--- config.mk ---
export PLATFORM = sky130hd
export DESIGN_NAME = dac_serial_register_control
export DESIGN_NICKNAME = d
export VERILOG_FILES = /design/src/hw/dac_serial_register_control.v
export VERILOG_INCLUDE_DIRS = /design/src /design/src/hw
export SDC_FILE = /design/constraint.sdc
export NUM_CORES = 1
export LEC_CHECK = 0
export BUFFER_PORTS_ARGS = -buffer_cell sky130_fd_sc_hd__buf_4
export CORE_MARGIN = 3
export CORE_UTILIZATION = 50
export DETAILED_ROUTE_END_ITERATION = 6
export PLACE_DENSITY_LB_ADDON = 0.25
export SKIP_LAST_GASP = 1
export SLEW_MARGIN = 0
export SYNTH_ARGS = -nofsm -noshare
export SYNTH_HDL_FRONTEND = slang
export SYNTH_SLANG_ARGS = --single-unit
--- constraint.sdc ---
create_clock -name clk -period 6.41 [get_ports clk]
set_input_delay 0.9615 -clock clk [delete_from_list [all_inputs] [get_ports clk]]
set_output_delay 0.9615 -clock clk [all_outputs]
set_load 0.1 [all_outputs]
--- src/hw/dac_serial_defines.vh ---
`ifndef DAC_SERIAL_DEFINES_VH
`define DAC_SERIAL_DEFINES_VH

// ------------------------------------------------------------
// clock and timing
// ------------------------------------------------------------
`define CLK_FREQ_KHZ 250000
`define IDLE_TIME_MS 100
`define CAL_TIME_MS 300

// ------------------------------------------------------------
// instruction byte fields
// ------------------------------------------------------------
`define INS_DIR_BIT 7
`define INS_LEN_HI 6
`define INS_LEN_LO 5
`define INS_ADDR_HI 3
`define INS_ADDR_LO 0

// ------------------------------------------------------------
// byte addresses
// ------------------------------------------------------------
`define ADDR_DATA_B2 4'h0
`define ADDR_DATA_B1 4'h1
`define ADDR_DATA_B0 4'h2
`define ADDR_CMD_B1 4'h4
`define ADDR_CMD_B0 4'h5
`define ADDR_OCAL_B2 4'h8
`define ADDR_OCAL_B1 4'h9
`define ADDR_OCAL_B0 4'ha
`define ADDR_FCAL_B2 4'hc
`define ADDR_FCAL_B1 4'hd
`define ADDR_FCAL_B0 4'he

// ------------------------------------------------------------
// command_control fields and defaults
// ------------------------------------------------------------
`define CMD_ADAPTIVE_FILTER_DISABLE 15
`define CMD_CAL_OUTPUT_CONNECT 14
`define CMD_SH 13
`define CMD_CALIBRATION_RESET 9
`define CMD_RES 7
`define CMD_CLR 6
`define CMD_DF 5
`define CMD_FAST_SETTLE_DISABLE 4
`define CMD_BD 3
`define CMD_BITORD 2
`define CMD_MD_HI 1
`define CMD_MD_LO 0
`define CMD_FIX_MASK 16'h1d00
`define CMD_FIX_VAL 16'h0800
`define CMD_RESET 16'h0802
`define MODE_NORMAL 2'h0
`define MODE_SELFCAL 2'h1
`define MODE_SLEEP 2'h2
`define DATA_RESET 24'h000000
`define CAL_RESET 24'h000000

`endif

--- src/hw/dac_serial_register_control.v ---
`timescale 1ns/10ps
`include "dac_serial_defines.vh"

module dac_serial_register_control #(
  parameter [31:0] IDLE_CYCLES = `IDLE_TIME_MS * `CLK_FREQ_KHZ,
  parameter [31:0] CAL_CYCLES = `CAL_TIME_MS * `CLK_FREQ_KHZ
) (
  input wire clk,
  input wire nrst,
  input wire sclk,
  input wire cs_n,
  input wire sdio_in,
  output reg sdio_out,
  output reg sdio_oe,
  input wire [23:0] cal_offset_result,
  input wire [23:0] cal_gain_result,
  output reg [19:0] mod_code,
  output reg mod_load,
  output reg res_20bit,
  output reg fast_settle_adaptive,
  output reg fast_settle_forced,
  output reg sh_connect,
  output reg output_enable,
  output reg cal_active,
  output reg sleep_active,
  output reg iface_timeout
);

  // ------------------------------------------------------------
  // local encodings
  // ------------------------------------------------------------
  localparam [2:0] CTL_POR = 3'h1;
  localparam [2:0] CTL_CAL = 3'h2;
  localparam [2:0] CTL_NORM = 3'h4;
  localparam [1:0] SER_INSTR = 2'h1;
  localparam [1:0] SER_DATA = 2'h2;

  // ------------------------------------------------------------
  // functions
  // ------------------------------------------------------------
  // live byte seen at a byte address; reserved holes read zero
  function [7:0] byte_at;
    input [3:0] a;
    input [23:0] d;
    input [15:0] c;
    input [23:0] o;
    input [23:0] f;
    begin
      case (a)
        `ADDR_DATA_B2: byte_at = d[23:16];
        `ADDR_DATA_B1: byte_at = d[15:8];
        `ADDR_DATA_B0: byte_at = d[7:0];
        `ADDR_CMD_B1: byte_at = c[15:8];
        `ADDR_CMD_B0: byte_at = c[7:0];
        `ADDR_OCAL_B2: byte_at = o[23:16];
        `ADDR_OCAL_B1: byte_at = o[15:8];
        `ADDR_OCAL_B0: byte_at = o[7:0];
        `ADDR_FCAL_B2: byte_at = f[23:16];
        `ADDR_FCAL_B1: byte_at = f[15:8];
        `ADDR_FCAL_B0: byte_at = f[7:0];
        default: byte_at = 8'h00;
      endcase
    end
  endfunction

  // index of the bit that goes on the wire for a given bit count
  function [2:0] wire_bit;
    input [2:0] cnt;
    input lsb_first;
    begin
      wire_bit = lsb_first ? cnt : (3'h7 - cnt);
    end
  endfunction

  // ------------------------------------------------------------
  // pin synchronisers and edge detect
  // ------------------------------------------------------------
  reg sclk_s1_reg, sclk_s2_reg, sclk_s3_reg;
  reg cs_s1_reg, cs_s2_reg;
  reg sdio_s1_reg, sdio_s2_reg;
  wire sclk_rise = sclk_s2_reg & ~sclk_s3_reg;
  wire sclk_fall = ~sclk_s2_reg & sclk_s3_reg;
  wire sel = ~cs_s2_reg;

  // two flops per pin; the third sclk stage only feeds the edge detect
  always @(posedge clk or negedge nrst) begin
    if (!nrst) begin
      sclk_s1_reg <= 1'b0;
      sclk_s2_reg <= 1'b0;
      sclk_s3_reg <= 1'b0;
      cs_s1_reg <= 1'b1;
      cs_s2_reg <= 1'b1;
      sdio_s1_reg <= 1'b0;
      sdio_s2_reg <= 1'b0;
    end else begin
      sclk_s1_reg <= sclk;
      sclk_s2_reg <= sclk_s1_reg;
      sclk_s3_reg <= sclk_s2_reg;
      cs_s1_reg <= cs_n;
      cs_s2_reg <= cs_s1_reg;
      sdio_s1_reg <= sdio_in;
      sdio_s2_reg <= sdio_s1_reg;
    end
  end

  // ------------------------------------------------------------
  // register bank and serial state
  // ------------------------------------------------------------
  // register widths
  reg [23:0] data_input_value_reg;
  reg [15:0] command_control_reg;
  reg [23:0] offset_calibration_reg;
  reg [23:0] full_scale_calibration_reg;
  reg [2:0] ctl_reg;
  reg [31:0] cal_cnt_reg;
  reg [1:0] ser_reg;
  reg [2:0] bit_cnt_reg;
  reg [7:0] rx_reg;
  reg [7:0] instruction_byte_reg;
  reg [3:0] addr_reg;
  reg [1:0] byte_cnt_reg;
  reg [7:0] tx_reg;
  reg [31:0] idle_cnt_reg;
  reg [23:0] sh_data_reg, sh_ocal_reg, sh_fcal_reg;
  reg [15:0] sh_cmd_reg;
  reg [3:0] touch_reg;

  wire byte_order = command_control_reg[`CMD_BD];
  wire lsb_first = command_control_reg[`CMD_BITORD];
  wire [1:0] op_mode = {command_control_reg[`CMD_MD_HI], command_control_reg[`CMD_MD_LO]};
  wire is_read = instruction_byte_reg[`INS_DIR_BIT];
  wire [1:0] len_code = {instruction_byte_reg[`INS_LEN_HI], instruction_byte_reg[`INS_LEN_LO]};

  // ------------------------------------------------------------
  // byte assembly and write staging
  // ------------------------------------------------------------
  reg [7:0] rx_next;
  reg byte_done;
  reg last_byte;
  reg [3:0] addr_step;
  reg [23:0] sh_data_next, sh_ocal_next, sh_fcal_next;
  reg [15:0] sh_cmd_next;
  reg [3:0] touch_next;
  reg write_cmd_group;

  // incoming bit joins the byte from the chosen end
  always @* begin
    rx_next = rx_reg;
    byte_done = 1'b0;
    last_byte = 1'b0;
    sh_data_next = sh_data_reg;
    sh_cmd_next = sh_cmd_reg;
    sh_ocal_next = sh_ocal_reg;
    sh_fcal_next = sh_fcal_reg;
    touch_next = touch_reg;
    if (sel && sclk_fall) begin
      rx_next = lsb_first ? {sdio_s2_reg, rx_reg[7:1]} : {rx_reg[6:0], sdio_s2_reg};
      byte_done = (bit_cnt_reg == 3'h7);
    end
    last_byte = byte_done && (ser_reg == SER_DATA) && (byte_cnt_reg == len_code);
    if (byte_done && ser_reg == SER_DATA && !is_read) begin
      case (addr_reg)
        `ADDR_DATA_B2: sh_data_next[23:16] = rx_next;
        `ADDR_DATA_B1: sh_data_next[15:8] = rx_next;
        `ADDR_DATA_B0: sh_data_next[7:0] = rx_next;
        `ADDR_CMD_B1: sh_cmd_next[15:8] = rx_next;
        `ADDR_CMD_B0: sh_cmd_next[7:0] = rx_next;
        `ADDR_OCAL_B2: sh_ocal_next[23:16] = rx_next;
        `ADDR_OCAL_B1: sh_ocal_next[15:8] = rx_next;
        `ADDR_OCAL_B0: sh_ocal_next[7:0] = rx_next;
        `ADDR_FCAL_B2: sh_fcal_next[23:16] = rx_next;
        `ADDR_FCAL_B1: sh_fcal_next[15:8] = rx_next;
        `ADDR_FCAL_B0: sh_fcal_next[7:0] = rx_next;
        default: touch_next = touch_reg;
      endcase
      touch_next = touch_reg | {addr_reg[3:2] == 2'h3, addr_reg[3:2] == 2'h2,
                                addr_reg[3:2] == 2'h1, addr_reg[3:2] == 2'h0};
    end
    write_cmd_group = !is_read && (addr_reg[3:2] == 2'h1);
    addr_step = (byte_order && !write_cmd_group) ? (addr_reg - 4'h1) : (addr_reg + 4'h1);
  end

  // ------------------------------------------------------------
  // serial interface sequencer
  // ------------------------------------------------------------
  wire idle_hit = (ser_reg == SER_DATA || bit_cnt_reg != 3'h0) &&
                  (idle_cnt_reg == IDLE_CYCLES - 32'h1);

  // the shadows let a multi-byte write land whole at its final bit
  always @(posedge clk or negedge nrst) begin
    if (!nrst) begin
      ser_reg <= SER_INSTR;
      bit_cnt_reg <= 3'h0;
      rx_reg <= 8'h00;
      instruction_byte_reg <= 8'h00;
      addr_reg <= 4'h0;
      byte_cnt_reg <= 2'h0;
      tx_reg <= 8'h00;
      idle_cnt_reg <= 32'h0;
      sh_data_reg <= `DATA_RESET;
      sh_cmd_reg <= `CMD_RESET;
      sh_ocal_reg <= `CAL_RESET;
      sh_fcal_reg <= `CAL_RESET;
      touch_reg <= 4'h0;
      sdio_out <= 1'b0;
      sdio_oe <= 1'b0;
      iface_timeout <= 1'b0;
    end else begin
      iface_timeout <= 1'b0;
      rx_reg <= rx_next;
      sh_data_reg <= sh_data_next;
      sh_cmd_reg <= sh_cmd_next;
      sh_ocal_reg <= sh_ocal_next;
      sh_fcal_reg <= sh_fcal_next;
      touch_reg <= touch_next;
      if (sel && (sclk_rise || sclk_fall))
        idle_cnt_reg <= 32'h0;
      else if (!idle_hit)
        idle_cnt_reg <= idle_cnt_reg + 32'h1;
      if (idle_hit) begin
        ser_reg <= SER_INSTR;
        bit_cnt_reg <= 3'h0;
        sdio_oe <= 1'b0;
        touch_reg <= 4'h0;
        idle_cnt_reg <= 32'h0;
        iface_timeout <= 1'b1;
      end else begin
        // read bit out on rising edge
        if (sel && sclk_rise && ser_reg == SER_DATA && is_read)
          sdio_out <= tx_reg[wire_bit(bit_cnt_reg, lsb_first)];
        if (sel && sclk_fall)
          bit_cnt_reg <= bit_cnt_reg + 3'h1;
        case (ser_reg)
          SER_INSTR: begin
            if (byte_done) begin
              instruction_byte_reg <= rx_next;
              addr_reg <= rx_next[`INS_ADDR_HI:`INS_ADDR_LO];
              byte_cnt_reg <= 2'h0;
              ser_reg <= SER_DATA;
              touch_reg <= 4'h0;
              sh_data_reg <= data_input_value_reg;
              sh_cmd_reg <= command_control_reg;
              sh_ocal_reg <= offset_calibration_reg;
              sh_fcal_reg <= full_scale_calibration_reg;
              sdio_oe <= rx_next[`INS_DIR_BIT];
              tx_reg <= byte_at(rx_next[`INS_ADDR_HI:`INS_ADDR_LO], data_input_value_reg,
                                command_control_reg, offset_calibration_reg,
                                full_scale_calibration_reg);
            end
          end
          SER_DATA: begin
            if (byte_done) begin
              // command read steps down with byte_order
              addr_reg <= addr_step;
              byte_cnt_reg <= byte_cnt_reg + 2'h1;
              tx_reg <= byte_at(addr_step, data_input_value_reg, command_control_reg,
                                offset_calibration_reg, full_scale_calibration_reg);
              if (last_byte) begin
                ser_reg <= SER_INSTR;
                sdio_oe <= 1'b0;
              end
            end
          end
          default: ser_reg <= SER_INSTR;
        endcase
      end
    end
  end

  // ------------------------------------------------------------
  // internal controller and live registers
  // ------------------------------------------------------------
  wire commit = last_byte && !is_read && !idle_hit;
  // fixed bits forced whatever the host sends
  wire [15:0] cmd_new = (sh_cmd_next & ~`CMD_FIX_MASK) | `CMD_FIX_VAL;
  wire [1:0] mode_new = {cmd_new[`CMD_MD_HI], cmd_new[`CMD_MD_LO]};

  always @(posedge clk or negedge nrst) begin
    if (!nrst) begin
      ctl_reg <= CTL_POR;
      cal_cnt_reg <= 32'h0;
      command_control_reg <= `CMD_RESET;
      data_input_value_reg <= `DATA_RESET;
      offset_calibration_reg <= `CAL_RESET;
      full_scale_calibration_reg <= `CAL_RESET;
      mod_load <= 1'b0;
    end else begin
      mod_load <= 1'b0;
      case (ctl_reg)
        CTL_POR: begin
          command_control_reg <= `CMD_RESET;
          data_input_value_reg <= `DATA_RESET;
          offset_calibration_reg <= `CAL_RESET;
          full_scale_calibration_reg <= `CAL_RESET;
          ctl_reg <= CTL_NORM;
        end
        CTL_CAL: begin
          // writes blocked, mode back to normal at end
          cal_cnt_reg <= cal_cnt_reg + 32'h1;
          if (cal_cnt_reg == CAL_CYCLES - 32'h1) begin
            offset_calibration_reg <= cal_offset_result;
            full_scale_calibration_reg <= cal_gain_result;
            command_control_reg[`CMD_MD_HI] <= 1'b0;
            command_control_reg[`CMD_MD_LO] <= 1'b0;
            ctl_reg <= CTL_NORM;
          end
        end
        CTL_NORM: begin
          if (commit) begin
            if (touch_next[0]) begin
              data_input_value_reg <= sh_data_next;
              mod_load <= 1'b1;
            end
            if (touch_next[2])
              offset_calibration_reg <= sh_ocal_next;
            if (touch_next[3])
              full_scale_calibration_reg <= sh_fcal_next;
            if (touch_next[1]) begin
              command_control_reg <= cmd_new;
              if (cmd_new[`CMD_CALIBRATION_RESET]) begin
                offset_calibration_reg <= `CAL_RESET;
                full_scale_calibration_reg <= `CAL_RESET;
              end
              if (mode_new == `MODE_SELFCAL) begin
                cal_cnt_reg <= 32'h0;
                ctl_reg <= CTL_CAL;
              end
            end
          end
          if (command_control_reg[`CMD_CLR])
            data_input_value_reg <= `DATA_RESET;
        end
        default: ctl_reg <= CTL_POR;
      endcase
    end
  end

  // ------------------------------------------------------------
  // modulator and analog controls
  // ------------------------------------------------------------
  wire [23:0] code_bin = data_input_value_reg ^
                         {~command_control_reg[`CMD_DF], 23'h000000};

  // outputs registered; the 40 mV step test is analog and left to it
  always @(posedge clk or negedge nrst) begin
    if (!nrst) begin
      mod_code <= 20'h00000;
      res_20bit <= 1'b0;
      fast_settle_adaptive <= 1'b0;
      fast_settle_forced <= 1'b0;
      sh_connect <= 1'b0;
      output_enable <= 1'b0;
      cal_active <= 1'b0;
      sleep_active <= 1'b1;
    end else begin
      res_20bit <= command_control_reg[`CMD_RES];
      mod_code <= command_control_reg[`CMD_RES] ? code_bin[23:4] : {code_bin[23:8], 4'h0};
      fast_settle_adaptive <= ~command_control_reg[`CMD_FAST_SETTLE_DISABLE] & ~command_control_reg[`CMD_ADAPTIVE_FILTER_DISABLE];
      fast_settle_forced <= ~command_control_reg[`CMD_FAST_SETTLE_DISABLE] & command_control_reg[`CMD_ADAPTIVE_FILTER_DISABLE];
      sh_connect <= command_control_reg[`CMD_SH];
      cal_active <= (ctl_reg == CTL_CAL);
      sleep_active <= (ctl_reg == CTL_POR) || (op_mode == `MODE_SLEEP);
      if (ctl_reg == CTL_CAL)
        output_enable <= command_control_reg[`CMD_CAL_OUTPUT_CONNECT];
      else
        output_enable <= (ctl_reg == CTL_NORM) && (op_mode == `MODE_NORMAL);
    end
  end

endmodule

==> results of run 1 <==
[synthesized netlist by cell type (8+ instances only)]
cell | instances | area (µm²)
mux2i_1 | 93 | 931
xnor2_1 | 17 | 149
a31oi_1 | 19 | 119
or3_1 | 13 | 81.3
o2bb2ai_1 | 83 | 727
xor2_1 | 26 | 228
nand4_1 | 33 | 206
nand2b_1 | 12 | 75.1
and2_1 | 8 | 50.1
ha_1 | 12 | 150
clkbuf_1 | 69 | 259
buf_2 | 39 | 195
nor2_1 | 205 | 769
or4_1 | 8 | 60.1
inv_1 | 24 | 90.1
nor3_1 | 20 | 100
nand2_1 | 100 | 375
o21ai_0 | 61 | 305
a21oi_1 | 154 | 771
nand3_1 | 52 | 260
nor4_1 | 11 | 68.8
o31ai_1 | 11 | 82.6
and3_1 | 18 | 113
a2bb2oi_1 | 48 | 420
dfrtp_1 | 300 | 7510
mux2_2 | 15 | 169
[stage by stage]
stage	std cells	total power [mW]	hold WS, ns	cell area (µm²)	util (%)
6_report	2030	6.04	0.359	17700	57.4
4_1_cts	2030	6.04	0.360	17700	57.4
2_1_floorplan	1592	3.46	0.331	15700	-
3_5_place_dp	1972	3.99	0.338	16500	53.6
5_1_grt	2030	6.29	0.371	17700	57.4
3_3_place_gp	1972	3.95	0.344	16500	53.6
[path summary, 6_finish.rpt]
kind	from	endpoint	cells past startpoint
max	sclk_s2_reg	cal_cnt_reg[29]	11
min	sdio_s1_reg	sdio_s2_reg	0
max reg2reg	sclk_s2_reg	cal_cnt_reg[29]	11
min reg2reg	sdio_s1_reg	sdio_s2_reg	0
max in group asynchronous	nrst	sh_fcal_reg[18]	2
min in group asynchronous	nrst	mod_code[6]	1
[cell families after synthesis]
logic type | synth area share, %
AOI/OAI and AO/OA | 20.0
adders and majority gates | 0.959
muxes | 7.68
and+or+nand+nor | 15.9
buffers and inverters | 3.98
DFF | 49.1
xor gates and xnor gates | 2.40
[cells in the final DEF, fill, tap and decap left out, drive strengths merged, types with 18 or more instances in the layout]
cell and instances:
and3 18, dfrtp 300, nand2 100, nor2 206, a31oi 19, a21oi 154, o21ai 62, nor3 22
nand4 35, o2bb2ai 83, inv 27, xor2 26, nand3 53, a2bb2oi 48, mux2i 94, clkbuf 51
buf 104
[cell type report]
class | instances | share of cell area [%]
clock buffers | 51 | 5.94
clock inverters | 7 | 0.624
inverters | 27 | 0.574
multi-input cells | 1138 | 41.9
flip-flops and latches | 307 | 43.6
well taps | 396 | 2.81
repair buffers | 104 | 4.61
[power by group through the flow]
stage          registers (mW)  clock network [mW]  logic [mW]
2_1_floorplan            2.36                   0        1.11
3_3_place_gp             2.42                   0        1.53
3_5_place_dp             2.43                   0        1.56
4_1_cts                  2.40                2.07        1.57
5_1_grt                  2.44                2.14        1.71
6_report                 2.41                2.04        1.60
[routing by layer]
metal | up-vias | GRT usage (%) | part of all wire, %
li1 | 5847 | - | -
met1 | 6464 | 40.9 | 45
met2 | 540 | 40.2 | 44
met3 | 96 | 5.30 | 7.7
met4 | 0 | 8.84 | 3.2
met5 | - | 0 | 0
[critical path, cell delays in order (launching register included)]
cell	delay, ns
dfrtp_1	0.40
inv_1	0.06
ha_1	0.18
nand2b_1	0.48
mux2i_4	0.39
buf_4	0.28
inv_2	0.45
mux2i_1	0.26
o41ai_4	0.76
nand4_2	0.56
or4_1	0.64
a21oi_1	0.16
==> impl_metrics.ini, run 1 <==
[sta]
hold_violations = 0
worst_slew_pin_slew_ns = 1.21
max_freq_ghz = 0.211
slew_viol_final = 0
setup_viol = 0
finalCritPeriodShare_pct = 73.9
finalWorstSetupSlack_ns = 1.67
min_period_ns = 4.74
rsz0062_at_grt = no
fin_setup_tns_ns = 0
finClkSkew_ns = 0.0116
relSlewSlack_pct = 19.2

[setup_path]
start_kind = flop
crit_fanout = 25
cp.arrival_ns = 5.16
cp-end-kind = flop
reg2reg_slack_ns = 1.67
critPathKind = flop to flop
cp.required_ns = 6.84

[detailed_routing]
drt-pass1-iter-count = 6
routed_wl_um = 46100
ant_nets = 0
drtIter0Drc = 1395
vias = 12947
viasPerCell = 6.38
detail_route.wl_per_cell_um = 22.7
drc_errors = 0

[floorplan]
start_util_pct = 50.9
die-area_um2 = 33500
die_h_um = 183
fp.coreArea_um2 = 30700
row_count = 64
ios = 84
die_w_um = 183

[power_and_ir_drop]
power_density_nw_per_um2 = 342
peakVddDrop_v = 0.000223
seqPwrFrac_pct = 39.8
sw_frac_of_total_pct = 33.2
clock_power_share_pct = 33.7
combPwrFrac_pct = 26.4
p_int_mw = 4.04
p_leak_nw = 8.29
switchingPower_mw = 2.00

[place]
place_congestion = 1.00
dp_hpwl_um = 30200
preCtsSetupSlack_ns = 1.76
io_buffers = 83

[finish]
num_antenna_cells = 0
fillers = 2692
multi_input_comb_area_um2 = 7400
drive_above_1_share_pct = 12.8
area_growth_pct = 12.7
layout.area.seq_um2 = 7690
nets = 1678

[logic_synthesis]
synthArstFlopShare_pct = 100
ys_ff_latch = 307
synth-edff-count = 0
postSynthCellCount = 1592
ys_seq_area_share_pct = 49.1
syn_area_per_cell_um2 = 9.84
synth-main-ff-cell = dfrtp_1
synth_warnings = 0
syn_nets = 1657
synth_cell_type_count = 84
synth_area_um2 = 15700

[grt]
grt-ovfl-total = 0
grt_pass1_vias = 12564
antenna_found_initial = 0
grt_max_degree = 149
grt_pass1_wl_um = 72700
track_usage_pct = 27.3

[clocking]
cts_tree = yes
cts_sinks = 307
cts_buffers = 35
postCtsSetupBuffers = 0
cts.clk_slew.worst_paths_ns = 0.06
clk_path_buf_depth = 3
root_buffer = clkbuf_16
clock_latency_ns = 0.52
post_cts_resized = 0
htree_levels = 2
postCtsHoldBufs = 0

[worst_hold_path]
min_path_type = flop to flop

[outcome]
status = finished clean

[flow_run]
cap_violations = 0
No activity file was read; power rests on OpenSTA's default activity.
==> run 2: changes to the inputs <==
- clock period: 6.41 -> 4.6 ns (I/O delays scaled with it)
==> impl_metrics.ini, run 2 (synthesis results as in run 1) <==
[floorplan]
die_h_um = 183
die_w_um = 183
row_count = 64
ios = 84
fp.coreArea_um2 = 30700
die-area_um2 = 33500
start_util_pct = 50.9

[finish]
num_antenna_cells = 0
layout_common_cells = dfrtp_1, nor2_1, a21oi_1
nets = 1695
final_common_cell = dfrtp_1
drive_above_1_share_pct = 13.8
area_growth_pct = 13.9
fillers = 2625

[setup_path]
path_delay_family = compound AO/OA/AOI/OAI gates
start_kind = flop
cp.required_ns = 5.00
critPathKind = flop to flop
cp.arrival_ns = 4.03
crit_top_cell = buf_4
rr_worst_depth = 11
cp.depth = 11
crit_fanout = 38
slowest_delay_ns = 0.68
cp-end-kind = flop
critPathSlowestCell = a221oi_1
worstPathCellList = inv_1, ha_1, nand2b_1, buf_4, mux2i_4, buf_4, nor2_1, a221oi_1, a311o_1, a21oi_1, a221o_1
crit_buf_inv = 3

[clocking]
cts_buffers = 34
clk_path_buf_depth = 3
cts_sinks = 307
post_cts_resized = 0
cts_tree = yes
cts.clk_slew.worst_paths_ns = 0.07
htree_levels = 2
root_buffer = clkbuf_16
postCtsSetupBuffers = 0
postCtsHoldBufs = 0
clock_latency_ns = 0.52

[sta]
rsz0062_at_grt = no
setup_viol = 0
fin_setup_tns_ns = 0
relSlewSlack_pct = 20.1
min_period_ns = 3.64
worst_slew_pin_slew_ns = 1.19
max_freq_ghz = 0.275
hold_violations = 0
finClkSkew_ns = 0.0174
finalWorstSetupSlack_ns = 0.965
finalCritPeriodShare_pct = 79.0
slew_viol_final = 0

[detailed_routing]
ant_nets = 0
drt-pass1-iter-count = 6
drtIter0Drc = 1515
routed_wl_um = 46500
vias = 13089
viasPerCell = 6.38
drc_errors = 0
detail_route.wl_per_cell_um = 22.7

[outcome]
status = finished clean

[place]
dp_hpwl_um = 30900
io_buffers = 83
preCtsSetupSlack_ns = 1.14
place_congestion = 1.04

[grt]
grt-ovfl-total = 0
grt_pass1_vias = 12459
grt_pass1_wl_um = 72700
track_usage_pct = 27.6
grt_max_degree = 98
antenna_found_initial = 0

[flow_run]
cap_violations = 0

[power_and_ir_drop]
p_leak_nw = 8.40
peakVddDrop_v = 0.000270
power_density_nw_per_um2 = 473

[worst_hold_path]
min_path_type = input port to async pin
run 2: changes by cell type in the layout (fill, tap and decap cells not counted), sizes merged:
cell    previous run  this run
buf              104       122
bufinv             3         2
clkbuf            51        56
clkinv             4         3
run 2: path summary, 6_finish.rpt:
check	startpoint	endpoint	slack (ns)
hold reg to reg	sdio_s1_reg	sdio_s2_reg	0.35
max in group asynchronous	nrst	cal_cnt_reg[9]	3.39
setup reg to reg	sclk_s2_reg	tx_reg[1]	0.96
min in group clk	sclk	sclk_s1_reg	0.29
setup / recovery	sclk_s2_reg	tx_reg[1]	0.96
hold / removal	nrst	sh_data_reg[20]	0.16
run 2: layout make-up:
cell class,instances,area (µm²),share of cell area [%]
Timing Repair Buffer,122,986,5.52
Sequential cell,307,7690,43.1
Clock buffer,56,1100,6.15
Tap cell,396,495,2.78
Inverter,27,101,0.568
Clock inverter,5,78.8,0.442
Multi-Input combinational cell,1138,7400,41.4
run 2: per-stage QoR:
step | area, µm² | cells | power [mW] | utilization (%) | hold WS, ns
finish | 17800 | 2051 | 8.44 | 58.0 | 0.155
global route | 17800 | 2051 | 8.80 | 58.0 | 0.188
CTS | 17800 | 2051 | 8.42 | 58.0 | 0.186
detailed placement | 16700 | 1990 | 5.57 | 54.2 | 0.340
global placement | 16700 | 1990 | 5.51 | 54.2 | 0.346
floorplan | 15700 | 1592 | 4.83 | - | 0.331
run 2: report_power, final:
| part | internal (mW) | switching, mW | leakage, nW |
|---|---|---|---|
| Sequential | 3.12 | 0.225 | 4.14 |
| Combinational | 0.816 | 1.45 | 3.69 |
| Clock | 1.74 | 1.09 | 0.579 |
| Total | 5.67 | 2.76 | 8.40 |
run 2: per-layer routing:
layer,GRT usage [%],vias to the layer above,wire length (µm)
li1,-,5898,-
met1,40.2,6508,20500
met2,40.2,575,20000
met3,7.32,106,4390
met4,8.84,2,1560
met5,1.43,-,63
==> run 3: changes to the inputs <==
- clock period: 4.6 -> 3.8 ns (I/O delays scaled with it)
==> impl_metrics.ini, run 3 (synthesis results as in run 1) <==
[finish]
nets = 1717
area_growth_pct = 14.1
final_common_cell = dfrtp_1
fillers = 2673
final_util_pct = 58.1
drive_above_1_share_pct = 14.5
multi_input_comb_area_um2 = 7400
layout.area.seq_um2 = 7690
layout_common_cells = dfrtp_1, nor2_1, a21oi_1
num_antenna_cells = 0

[setup_path]
slowest_delay_ns = 0.61
startpoint = bit_cnt_reg[1]
crit_buf_inv = 0
cp.required_ns = 4.25
path_delay_family = simple AND/OR/NAND/NOR gates
r2r-start = bit_cnt_reg[1]
critPathKind = flop to flop
start_kind = flop
crit_top_cell = ha_1
crit_fanout = 22
cp-end-kind = flop
worstPathCellList = ha_1, ha_1, and3b_1, nand4_4, mux2i_1, o41ai_4, nand4_2, or4_1, a21oi_1
cp.arrival_ns = 3.80
critPathSlowestCell = or4_1

[worst_hold_path]
min_path_type = input port to async pin

[floorplan]
start_util_pct = 50.9
ios = 84
row_count = 64
die_w_um = 183
die_h_um = 183
fp.coreArea_um2 = 30700
die-area_um2 = 33500

[clocking]
postCtsSetupBuffers = 0
post_cts_resized = 0
postCtsHoldBufs = 0
cts.clk_slew.worst_paths_ns = 0.06
clk_path_buf_depth = 3
cts_sinks = 307
clock_latency_ns = 0.52
root_buffer = clkbuf_16
cts_buffers = 35
cts_tree = yes
htree_levels = 2

[power_and_ir_drop]
peakVddDrop_v = 0.000385
p_leak_nw = 8.43
sw_frac_of_total_pct = 33.7
seqPwrFrac_pct = 40.7
power_density_nw_per_um2 = 560
switchingPower_mw = 3.38
combPwrFrac_pct = 27.9
p_int_mw = 6.63
clock_power_share_pct = 31.4

[sta]
rsz0062_at_grt = no
worst_slew_pin_slew_ns = 1.06
hold_violations = 0
relSlewSlack_pct = 29.2
finClkSkew_ns = 0.0166
max_freq_ghz = 0.298
slew_viol_final = 0
min_period_ns = 3.36
setup_viol = 0
fin_setup_tns_ns = 0
finalCritPeriodShare_pct = 88.4

[grt]
grt-ovfl-total = 0
track_usage_pct = 28.3
grt_pass1_vias = 12872
grt_max_degree = 118
grt_pass1_wl_um = 75000
antenna_found_initial = 3

[detailed_routing]
drtIter0Drc = 1419
detail_route.wl_per_cell_um = 23.0
drc_errors = 0
viasPerCell = 6.39
met2WireLength_um = 21100
highest_layer = met5
wl_met1_um = 20800
drt-pass1-iter-count = 5
routed_wl_um = 47600
vias = 13243
ant_nets = 0
dr_wl_met3_um = 4110

[flow_run]
cap_violations = 0

[outcome]
status = finished clean

[place]
io_buffers = 83
place_congestion = 1.05
dp_hpwl_um = 32300
==> run 3: cell type report <==
cell class              instances  share of cell area, %
flip-flops and latches        307                   43.0
clock buffers                  56                   5.62
multi-input cells            1138                   41.4
clock inverters                 6                  0.252
repair buffers                143                   6.40
inverters                      27                  0.567
well taps                     396                   2.77
==> run 3: stage by stage <==
| stage | instance area (µm²) | setup slack (ns) | instances | hold WS (ns) | power [mW] |
|---|---|---|---|---|---|
| after floorplan | 15700 | 0.904 | 1592 | 0.274 | 5.84 |
| after global placement | 16800 | 0.528 | 2011 | 0.345 | 6.78 |
| after detailed placement | 16800 | 0.437 | 2011 | 0.339 | 6.85 |
| after CTS | 17900 | 0.422 | 2073 | 0.141 | 10.0 |
| after global routing | 17900 | 0.158 | 2073 | 0.143 | 10.5 |
| final | 17900 | 0.442 | 2073 | 0.153 | 10.0 |
==> run 3: final timing paths <==
kind,slack [ns],end,depth (start not counted)
min in group clk,0.16,sdio_s1_reg,1
min,0.15,sh_data_reg[14],1
min reg2reg,0.36,cs_s2_reg,0
max reg2reg,0.44,cal_cnt_reg[29],9
max,0.44,cal_cnt_reg[29],9
max in group asynchronous,2.74,sh_cmd_reg[1],2
==> run 3: worst register-to-register path, stage by stage (launching register included) <==
cell and delay, ns:
dfrtp_1 0.52, ha_1 0.21, ha_1 0.16, and3b_1 0.30, nand4_4 0.26, mux2i_1 0.26
o41ai_4 0.37, nand4_2 0.44, or4_1 0.61, a21oi_1 0.15
==> run 3: power by group through the flow <==
stage	registers (mW)	logic (mW)	clock network, mW
floorplan	3.98	1.87	0
global placement	4.09	2.69	0
detailed placement	4.12	2.73	0
CTS	4.06	2.75	3.19
global route	4.13	3.02	3.32
finish	4.07	2.80	3.14
==> run 3: per-layer routing <==
layer | vias up | global-route usage, %
met5 | - | 0
met4 | 2 | 8.87
met3 | 103 | 5.37
met2 | 561 | 42.6
met1 | 6641 | 41.9
li1 | 5936 | -
